File: config.mk
export PLATFORM = sky130hd
export DESIGN_NAME = pso_top
export DESIGN_NICKNAME = d
export VERILOG_FILES = /design/src/hdl/pso_pkg.sv /design/src/hdl/pso_top.sv /design/src/hdl/pso_sense.sv /design/src/hdl/pso_divider.sv
export SDC_FILE = /design/constraint.sdc
export NUM_CORES = 1
export LEC_CHECK = 0
export ABC_AREA = 1
export BUFFER_PORTS_ARGS = -buffer_cell sky130_fd_sc_hd__buf_2
export CORE_UTILIZATION = 60
export DETAILED_ROUTE_END_ITERATION = 8
export HOLD_SLACK_MARGIN = 0.02
export PLACE_DENSITY = 0.81
export SLEW_MARGIN = 20
export SYNTH_ARGS = -nofsm -noshare
export SYNTH_HDL_FRONTEND = slang
export SYNTH_HIERARCHICAL = 1
export SYNTH_SLANG_ARGS = --single-unit
File: constraint.sdc
create_clock -name pclk -period 5.6 [get_ports pclk]
set_input_delay 0.56 -clock pclk [delete_from_list [all_inputs] [get_ports pclk]]
set_output_delay 0.56 -clock pclk [all_outputs]
set_load 0.1 [all_outputs]
File: src/hdl/pso_pkg.sv
// Package with register map, field layout and timing constants of the switchover block
package pso_pkg;

	// ****************************************
	// Register offsets
	// ****************************************
	localparam logic [7:0] PSO_OFS_CTRL   = 8'h00;
	localparam logic [7:0] PSO_OFS_DIV    = 8'h04;
	localparam logic [7:0] PSO_OFS_LOCK   = 8'h08;
	localparam logic [7:0] PSO_OFS_STATUS = 8'h0c;

	// ****************************************
	// Reset values
	// ****************************************
	localparam logic [31:0] PSO_RST_CTRL = 32'h0000_0000;
	localparam logic [31:0] PSO_RST_DIV  = 32'h0000_0101;
	localparam logic [31:0] PSO_RST_LOCK = 32'hffff_0000;

	// ****************************************
	// Timing
	// ****************************************
	// Oscillator core period in clock cycles: one cycle is one eighth of it
	localparam int unsigned PSO_OSC_SUB      = 8;
	localparam int unsigned PSO_LOSS_CYCLES  = 16;
	localparam logic [1:0]  PSO_MAN_EDGES    = 2'h3;

	// ****************************************
	// Types
	// ****************************************
	typedef enum logic [1:0] {
		PSO_MODE_AUTO     = 2'h0,
		PSO_MODE_MANUAL   = 2'h1,
		PSO_MODE_OVERRIDE = 2'h2
	} pso_mode_t;

	typedef enum logic [1:0] {
		PSO_SRC_PIN     = 2'h0,
		PSO_SRC_CORE    = 2'h1,
		PSO_SRC_CASCADE = 2'h2
	} pso_src_t;

	typedef struct packed {
		logic [22:0] rsvd;
		pso_src_t    src_backup;
		pso_src_t    src_primary;
		logic        cascade_en;
		logic        ext_feedback;
		logic        frac_type;
		pso_mode_t   mode;
	} pso_ctrl_t;

	typedef struct packed {
		logic [9:0] rsvd;
		logic [5:0] phase;
		logic [7:0] high;
		logic [7:0] divide;
	} pso_div_t;

	typedef struct packed {
		logic [15:0] max_period;
		logic [15:0] min_period;
	} pso_lock_t;

endpackage

File: src/hdl/pso_top.sv
// Reference switchover, lock watch, source checks and output divider with APB registers
//
// Design decisions made here: the address map and the APB slave port.
`timescale 1ns/1ps
`default_nettype none
module pso_top #(
	parameter int unsigned LOSS_CYCLES = pso_pkg::PSO_LOSS_CYCLES
) (
	// Clock and reset
	input  wire logic        pclk,
	input  wire logic        presetn,
	// APB slave
	input  wire logic        psel,
	input  wire logic        penable,
	input  wire logic        pwrite,
	input  wire logic [7:0]  paddr,
	input  wire logic [31:0] pwdata,
	output logic [31:0]      prdata,
	output logic             pready,
	output logic             pslverr,
	// Reference inputs and switch request
	input  wire logic        ref_clk_primary,
	input  wire logic        ref_clk_backup,
	input  wire logic        switch_req_n,
	// Status and clocks
	output logic             primary_ref_lost,
	output logic             backup_ref_lost,
	output logic             active_clk_backup,
	output logic             pll_locked,
	output logic             ref_out,
	output logic             post_scale_divider_first
);
	import pso_pkg::*;

	// ****************************************
	// Registers and decode
	// ****************************************
	pso_ctrl_t ctrl;
	pso_div_t  div;
	pso_lock_t lock;
	logic [31:0] status;
	logic [31:0] rd_mux;

	wire acc      = psel & penable & ~pready;
	wire wr_done  = psel & penable & pready & pwrite;
	wire hit_ctrl = paddr == PSO_OFS_CTRL;
	wire hit_div  = paddr == PSO_OFS_DIV;
	wire hit_lock = paddr == PSO_OFS_LOCK;
	wire hit_stat = paddr == PSO_OFS_STATUS;
	wire mapped   = hit_ctrl | hit_div | hit_lock | hit_stat;

	assign rd_mux = hit_ctrl ? {23'h000000, ctrl[8:0]} :
	                hit_div  ? {10'h000, div[21:0]} :
	                hit_lock ? lock :
	                hit_stat ? status : 32'h0000_0000;

	always_ff @(posedge pclk or negedge presetn) begin
		if (!presetn) begin
			pready  <= 1'b0;
			pslverr <= 1'b0;
			prdata  <= 32'h0000_0000;
		end else begin
			pready  <= acc;
			pslverr <= acc & ~mapped;
			prdata  <= (acc & ~pwrite) ? rd_mux : 32'h0000_0000;
		end
	end

	always_ff @(posedge pclk or negedge presetn) begin
		if (!presetn) begin
			ctrl <= PSO_RST_CTRL;
			div  <= PSO_RST_DIV;
			lock <= PSO_RST_LOCK;
		end else begin
			if (wr_done && hit_ctrl)
				ctrl <= {23'h000000, pwdata[8:0]};
			if (wr_done && hit_div)
				div <= {10'h000, pwdata[21:0]};
			if (wr_done && hit_lock)
				lock <= pwdata;
		end
	end

	// ****************************************
	// Source and chaining checks
	// ****************************************
	// Unsupported settings are only flagged; software is expected to fix them
	wire two_core    = ctrl.src_primary == PSO_SRC_CORE && ctrl.src_backup == PSO_SRC_CORE;
	wire two_cascade = ctrl.src_primary == PSO_SRC_CASCADE && ctrl.src_backup == PSO_SRC_CASCADE;
	wire bad_src     = ctrl.src_primary[1] & ctrl.src_primary[0] | ctrl.src_backup[1] & ctrl.src_backup[0];
	wire uses_casc   = ctrl.cascade_en | ctrl.src_primary == PSO_SRC_CASCADE | ctrl.src_backup == PSO_SRC_CASCADE;
	wire cfg_bad     = bad_src | two_core | two_cascade | (ctrl.frac_type & uses_casc);
	wire fb_duty_bad = ctrl.ext_feedback & ~ctrl.frac_type & (div.high != div.divide);

	// ****************************************
	// Clock sense
	// ****************************************
	logic p_lvl, p_rise, p_fall, p_lost;
	logic b_lvl, b_rise, b_fall, b_lost;

	pso_sense #(.LOSS_CYCLES(LOSS_CYCLES)) u_sense_primary (
		.pclk    (pclk),
		.presetn (presetn),
		.ref_clk (ref_clk_primary),
		.level   (p_lvl),
		.rise    (p_rise),
		.fall    (p_fall),
		.lost    (p_lost)
	);

	pso_sense #(.LOSS_CYCLES(LOSS_CYCLES)) u_sense_backup (
		.pclk    (pclk),
		.presetn (presetn),
		.ref_clk (ref_clk_backup),
		.level   (b_lvl),
		.rise    (b_rise),
		.fall    (b_fall),
		.lost    (b_lost)
	);

	// ****************************************
	// Switch request
	// ****************************************
	logic req_meta, req_s, req_d;

	always_ff @(posedge pclk or negedge presetn) begin
		if (!presetn) begin
			req_meta <= 1'b1;
			req_s    <= 1'b1;
			req_d    <= 1'b1;
		end else begin
			req_meta <= switch_req_n;
			req_s    <= req_meta;
			req_d    <= req_s;
		end
	end

	wire req_fall = ~req_s & req_d;
	wire req_held = ~req_s & ~req_d;

	// ****************************************
	// Switchover state machine
	// ****************************************
	typedef enum logic [1:0] {PSO_ST_IDLE, PSO_ST_ARM, PSO_ST_GATE, PSO_ST_JOIN} pso_state_t;
	pso_state_t state, next_state;
	logic       sel, gate;
	logic [1:0] arm_cnt;

	wire is_manual   = ctrl.mode == PSO_MODE_MANUAL;
	wire is_override = ctrl.mode == PSO_MODE_OVERRIDE;
	wire cur_lost    = sel ? b_lost : p_lost;
	wire tgt_lost    = sel ? p_lost : b_lost;
	wire cur_fall    = sel ? b_fall : p_fall;
	wire tgt_fall    = sel ? p_fall : b_fall;
	wire tgt_rise    = sel ? p_rise : b_rise;
	wire cur_level   = sel ? b_lvl : p_lvl;
	wire auto_go     = ~is_manual & ~(is_override & ~req_s) & cur_lost & ~tgt_lost;
	wire force_go    = is_override & req_fall;
	// The first counted rise may follow the request at once, so one more rise makes three whole cycles
	wire arm_done    = tgt_rise & (arm_cnt == PSO_MAN_EDGES);

	always_comb begin
		next_state = state;
		unique case (state)
			PSO_ST_IDLE:
				if (is_manual && req_fall)
					next_state = PSO_ST_ARM;
				else if (force_go || auto_go)
					next_state = PSO_ST_GATE;
			PSO_ST_ARM:
				if (req_s)
					next_state = PSO_ST_IDLE;
				else if (arm_done)
					next_state = PSO_ST_GATE;
			// Gate closes on entry; wait for the old clock's low half, or go on at once if it is dead
			PSO_ST_GATE:
				if (cur_fall || cur_lost || !cur_level)
					next_state = PSO_ST_JOIN;
			// Join on a falling edge of the target so its next high is whole
			PSO_ST_JOIN:
				if (tgt_fall && !tgt_lost)
					next_state = PSO_ST_IDLE;
		endcase
	end

	always_ff @(posedge pclk or negedge presetn) begin
		if (!presetn) begin
			state   <= PSO_ST_IDLE;
			sel     <= 1'b0;
			gate    <= 1'b1;
			arm_cnt <= 2'h0;
		end else begin
			state   <= next_state;
			arm_cnt <= (state == PSO_ST_ARM) ? arm_cnt + 2'(tgt_rise) : 2'h0;
			if (state != PSO_ST_GATE && next_state == PSO_ST_GATE)
				gate <= 1'b0;
			if (state == PSO_ST_JOIN && next_state == PSO_ST_IDLE) begin
				sel  <= ~sel;
				gate <= 1'b1;
			end
		end
	end

	// ****************************************
	// Lock watch and outputs
	// ****************************************
	// Period is measured in clock cycles between rises of the active reference
	logic [15:0] period_cnt;
	logic        in_range;
	wire         act_rise = sel ? b_rise : p_rise;

	always_ff @(posedge pclk or negedge presetn) begin
		if (!presetn) begin
			period_cnt <= 16'h0000;
			in_range   <= 1'b0;
		end else begin
			period_cnt <= act_rise ? 16'h0001 : (period_cnt == 16'hffff ? period_cnt : period_cnt + 16'h0001);
			if (act_rise)
				in_range <= period_cnt >= lock.min_period && period_cnt <= lock.max_period;
			else if (cur_lost || period_cnt > lock.max_period)
				in_range <= 1'b0;
		end
	end

	assign status = {25'h0000000, state != PSO_ST_IDLE, fb_duty_bad, cfg_bad,
	                 pll_locked, active_clk_backup, backup_ref_lost, primary_ref_lost};

	always_ff @(posedge pclk or negedge presetn) begin
		if (!presetn) begin
			primary_ref_lost  <= 1'b0;
			backup_ref_lost   <= 1'b0;
			active_clk_backup <= 1'b0;
			pll_locked        <= 1'b0;
			ref_out           <= 1'b0;
		end else begin
			primary_ref_lost  <= p_lost;
			backup_ref_lost   <= b_lost;
			active_clk_backup <= sel;
			pll_locked        <= in_range & gate & ~cur_lost;
			ref_out           <= gate & cur_level;
		end
	end

	pso_divider u_divider (
		.pclk      (pclk),
		.presetn   (presetn),
		.cfg       (div),
		.frac_type (ctrl.frac_type),
		.clk_out   (post_scale_divider_first)
	);
endmodule
`default_nettype wire

File: src/hdl/pso_sense.sv
// Reference clock sense: synchroniser, edge detection and loss of toggling
`timescale 1ns/1ps
`default_nettype none
module pso_sense #(
	parameter int unsigned LOSS_CYCLES = pso_pkg::PSO_LOSS_CYCLES
) (
	// Clock and reset
	input  wire logic pclk,
	input  wire logic presetn,
	// Reference pin
	input  wire logic ref_clk,
	// Sampled view
	output logic      level,
	output logic      rise,
	output logic      fall,
	output logic      lost
);
	import pso_pkg::*;

	logic       meta;
	logic       prev;
	logic [7:0] idle_cnt;
	wire        edge_seen = level ^ prev;

	always_ff @(posedge pclk or negedge presetn) begin
		if (!presetn) begin
			meta  <= 1'b0;
			level <= 1'b0;
			prev  <= 1'b0;
		end else begin
			meta  <= ref_clk;
			level <= meta;
			prev  <= level;
		end
	end

	assign rise = level & ~prev;
	assign fall = ~level & prev;

	// Saturating idle counter: any edge proves the clock alive again
	always_ff @(posedge pclk or negedge presetn) begin
		if (!presetn) begin
			idle_cnt <= 8'h00;
			lost     <= 1'b0;
		end else begin
			idle_cnt <= edge_seen ? 8'h00 : (idle_cnt == 8'hff ? idle_cnt : idle_cnt + 8'h01);
			lost     <= !edge_seen && (idle_cnt >= 8'(LOSS_CYCLES));
		end
	end
endmodule
`default_nettype wire

File: src/hdl/pso_divider.sv
// Post-scale divider with phase offset and duty control
`timescale 1ns/1ps
`default_nettype none
module pso_divider (
	// Clock and reset
	input  wire logic         pclk,
	input  wire logic         presetn,
	// Settings
	input  wire pso_pkg::pso_div_t cfg,
	input  wire logic         frac_type,
	// Output clock
	output logic              clk_out
);
	import pso_pkg::*;

	logic [10:0] pos;
	wire  [7:0]  div_eff = (cfg.divide == 8'h00) ? 8'h01 : cfg.divide;
	wire  [10:0] total   = {div_eff, 3'b000};
	// Fractional type steps a quarter period and keeps half duty
	wire  [10:0] ph      = frac_type ? {4'h0, cfg.phase, 1'b0} : {5'h00, cfg.phase};
	wire  [10:0] high_t  = frac_type ? {1'b0, div_eff, 2'b00} : {1'b0, cfg.high, 2'b00};
	wire  [10:0] shifted = (pos >= ph) ? pos - ph : pos + total - ph;
	wire  [10:0] next_pos = (pos >= total - 11'h001) ? 11'h000 : pos + 11'h001;

	always_ff @(posedge pclk or negedge presetn) begin
		if (!presetn) begin
			pos     <= 11'h000;
			clk_out <= 1'b0;
		end else begin
			pos     <= next_pos;
			clk_out <= shifted < high_t;
		end
	end
endmodule
`default_nettype wire

==> flow_summary.json <==
{
  "fp.dieW_um": 132,
  "worst_hold_path_type": "primary input to flop",
  "design.portCount": 88,
  "drt-total-wl_mm": 24.3,
  "vias": 8661,
  "grt_pass1_wl_mm": 40.6,
  "ir_drop_mv": 0.283,
  "grt_use_met2": 0.470,
  "crit_required_ns": 5.96,
  "rows": 47,
  "worst_setup_hold_path_clk_slew_ns": 0.07,
  "layout_worst_path_cycle_share": 0.751,
  "cp-start-kind": "flop",
  "nets": 1458,
  "filler_cell_count": 1346,
  "cts_htree_levels": 4,
  "floorplan.initialDensity": 0.615,
  "drt_iter0_drc": 542,
  "clock_tree_from_tritoncts": "done",
  "cts_hold_buffers": 0,
  "clock-skew-final_ns": 0.0144,
  "unrepaired_setup_endpoints_after_global_routing": "false",
  "global_route.usage.total": 0.294,
  "syn_area_per_cell_um2": 8.22,
  "setup_viol_count_final": 0,
  "power_leakage_nw": 5.91,
  "die-area_um2": 17500,
  "storage_cell_area_um2": 4130,
  "clk-insertion-delay-late_ns": 0.44,
  "syn-instance-count": 1241,
  "layout.cells.non_filler": 1560,
  "hpwl_mm": 18.0,
  "finalWorstPathRequiredPeriod_ns": 4.21,
  "cap_violations": 0,
  "finalSetupTns_ns": 0,
  "initial_antenna_violation_count": 0,
  "grt.met1_usage": 0.402,
  "drt.antenna.violating_nets": 0,
  "multi_input_area_um2": 5160,
  "finalMaxSlewViolations": 0,
  "grt.met3_usage": 0.0534,
  "synth.yosys.warnings": 6,
  "power.density_nw_per_um2": 342,
  "status": "finished clean",
  "gp_routability_congestion": 0.904,
  "report.final.hold_viol_count": 0,
  "worstPathMaxFanout": 28,
  "drt_drc_violations_left": 0,
  "dpl.cell_count": 1528,
  "cts_resized": 0,
  "setup.worst_path.end_class": "flop",
  "viasPerCell": 5.55,
  "fp.coreArea_um2": 16600,
  "grt_max_degree": 110,
  "timing_worst_setup_path_type": "flop to flop",
  "grt-busiest-layer": "met2",
  "clock_tree.root_cell": "clkbuf_16",
  "worst_slew_pin_slew_ns": 0.969,
  "maxSlewHeadroom": 0.354,
  "cts.repair_timing.setup_buffer_count": 0,
  "numCtsBuffers": 17,
  "fmax_mhz": 238,
  "avgRoutedWirePerCell_um": 15.6,
  "numClockSinks": 164,
  "drt_first_pass_iters": 5,
  "syn_area_um2": 10200,
  "drive_above_1_share": 0.182,
  "globalRouteOverflowTotal": 0,
  "syn-num-nets": 1372,
  "die_ht_um": 132,
  "insertedDiodeCount": 0,
  "number_of_global_route_vias_before_repair": 8349,
  "area_growth_pct": 11.2,
  "ctsLongestPathBuffers": 2,
  "place.port_buffers": 87,
  "worst_ep_arrival_time_ns": 4.57
}
==> area by class of cell <==
| cell class | count | share of cell area |
|---|---|---|
| sequential | 164 | 0.364 |
| inverter | 189 | 0.0638 |
| timing repair buffer | 88 | 0.0396 |
| multi-input combinational | 867 | 0.455 |
| clock inverter | 13 | 0.0145 |
| clock buffer | 19 | 0.0382 |
| tap | 220 | 0.0243 |
==> worst max-delay path: stages (launching register included) <==
cell,delay (ns)
dfrtp_1,0.82
inv_1,0.23
or2_2,0.34
o21ai_0,0.12
inv_1,0.09
fa_1,0.48
inv_1,0.04
ha_1,0.34
nand2_1,0.09
nor2_1,0.16
a21oi_1,0.11
or2_1,0.24
nand2_1,0.06
nand2_1,0.04
nand3_1,0.06
o21ai_1,0.07
ha_1,0.30
a21o_2,0.21
a21oi_1,0.12
nand3_1,0.10
a21oi_2,0.10
==> flip-flops by register name, summed over array words and instances, names as in the netlist, 2 cells and up <==
name and flops:
ctrl 9, lock 32, u_divider/pos 11, div 22, state 2, period_cnt 16
arm_cnt 2, prdata 32, u_sense_backup/idle_cnt 8, u_sense_primary/idle_cnt 8
==> through the flow <==
step | power [mW] | hold slack [ns] | utilization | instance area (um^2) | setup slack (ns)
floorplan | 2.38 | 0.264 | - | 10200 | 2.20
global placement | 2.63 | 0.335 | 0.648 | 10700 | 1.61
detailed placement | 2.68 | 0.341 | 0.648 | 10700 | 1.49
CTS | 3.89 | 0.215 | 0.684 | 11300 | 1.44
global route | 4.14 | 0.213 | 0.684 | 11300 | 1.02
finish | 3.87 | 0.222 | 0.684 | 11300 | 1.39
==> layout by cell type (no fill, tap or decap), types with 17 or more instances in the layout <==
master and count:
a21oi_1 55, buf_2 86, clkbuf_16 17, dfrtp_1 142, dfstp_2 22, ha_1 77
inv_1 174, nand2_1 296, nand2_2 20, nand3_1 53, nand4_1 22, nor2_1 85
nor3_1 29, o21ai_0 38, o21ai_1 50, xor2_1 22
==> worst paths after layout <==
kind | from | endpoint | slack, ns | cells past startpoint
worst max-delay path | ctrl[2]$_DFFE_PN0P_ | u_divider/clk_out$_DFF_PN0_ | 1.39 | 20
worst min-delay path | switch_req_n | req_meta$_DFF_PN1_ | 0.22 | 1
worst max register to register | ctrl[2]$_DFFE_PN0P_ | u_divider/clk_out$_DFF_PN0_ | 1.39 | 20
worst min register to register | u_sense_primary/meta$_DFF_PN0_ | u_sense_primary/level$_DFF_PN0_ | 0.35 | 0
max in group asynchronous | presetn | lock[5]$_DFFE_PN0P_ | 4.03 | 2
min in group asynchronous | presetn | prdata[28]$_DFF_PN0_ | 0.23 | 1
==> report_power, final <==
part           internal [mW]  switching [mW]  total (mW)
Combinational          0.520           0.837        1.36
Sequential              1.25          0.0810        1.33
Clock                  0.674           0.515        1.19
Total                   2.44            1.43        3.87
==> per-layer routing <==
metal	vias up	part of all wire
met5	-	0
met4	0	0.027
met3	47	0.058
met2	287	0.47
met1	4125	0.45
li1	4202	-
No activity file was read; power rests on OpenSTA's default activity.
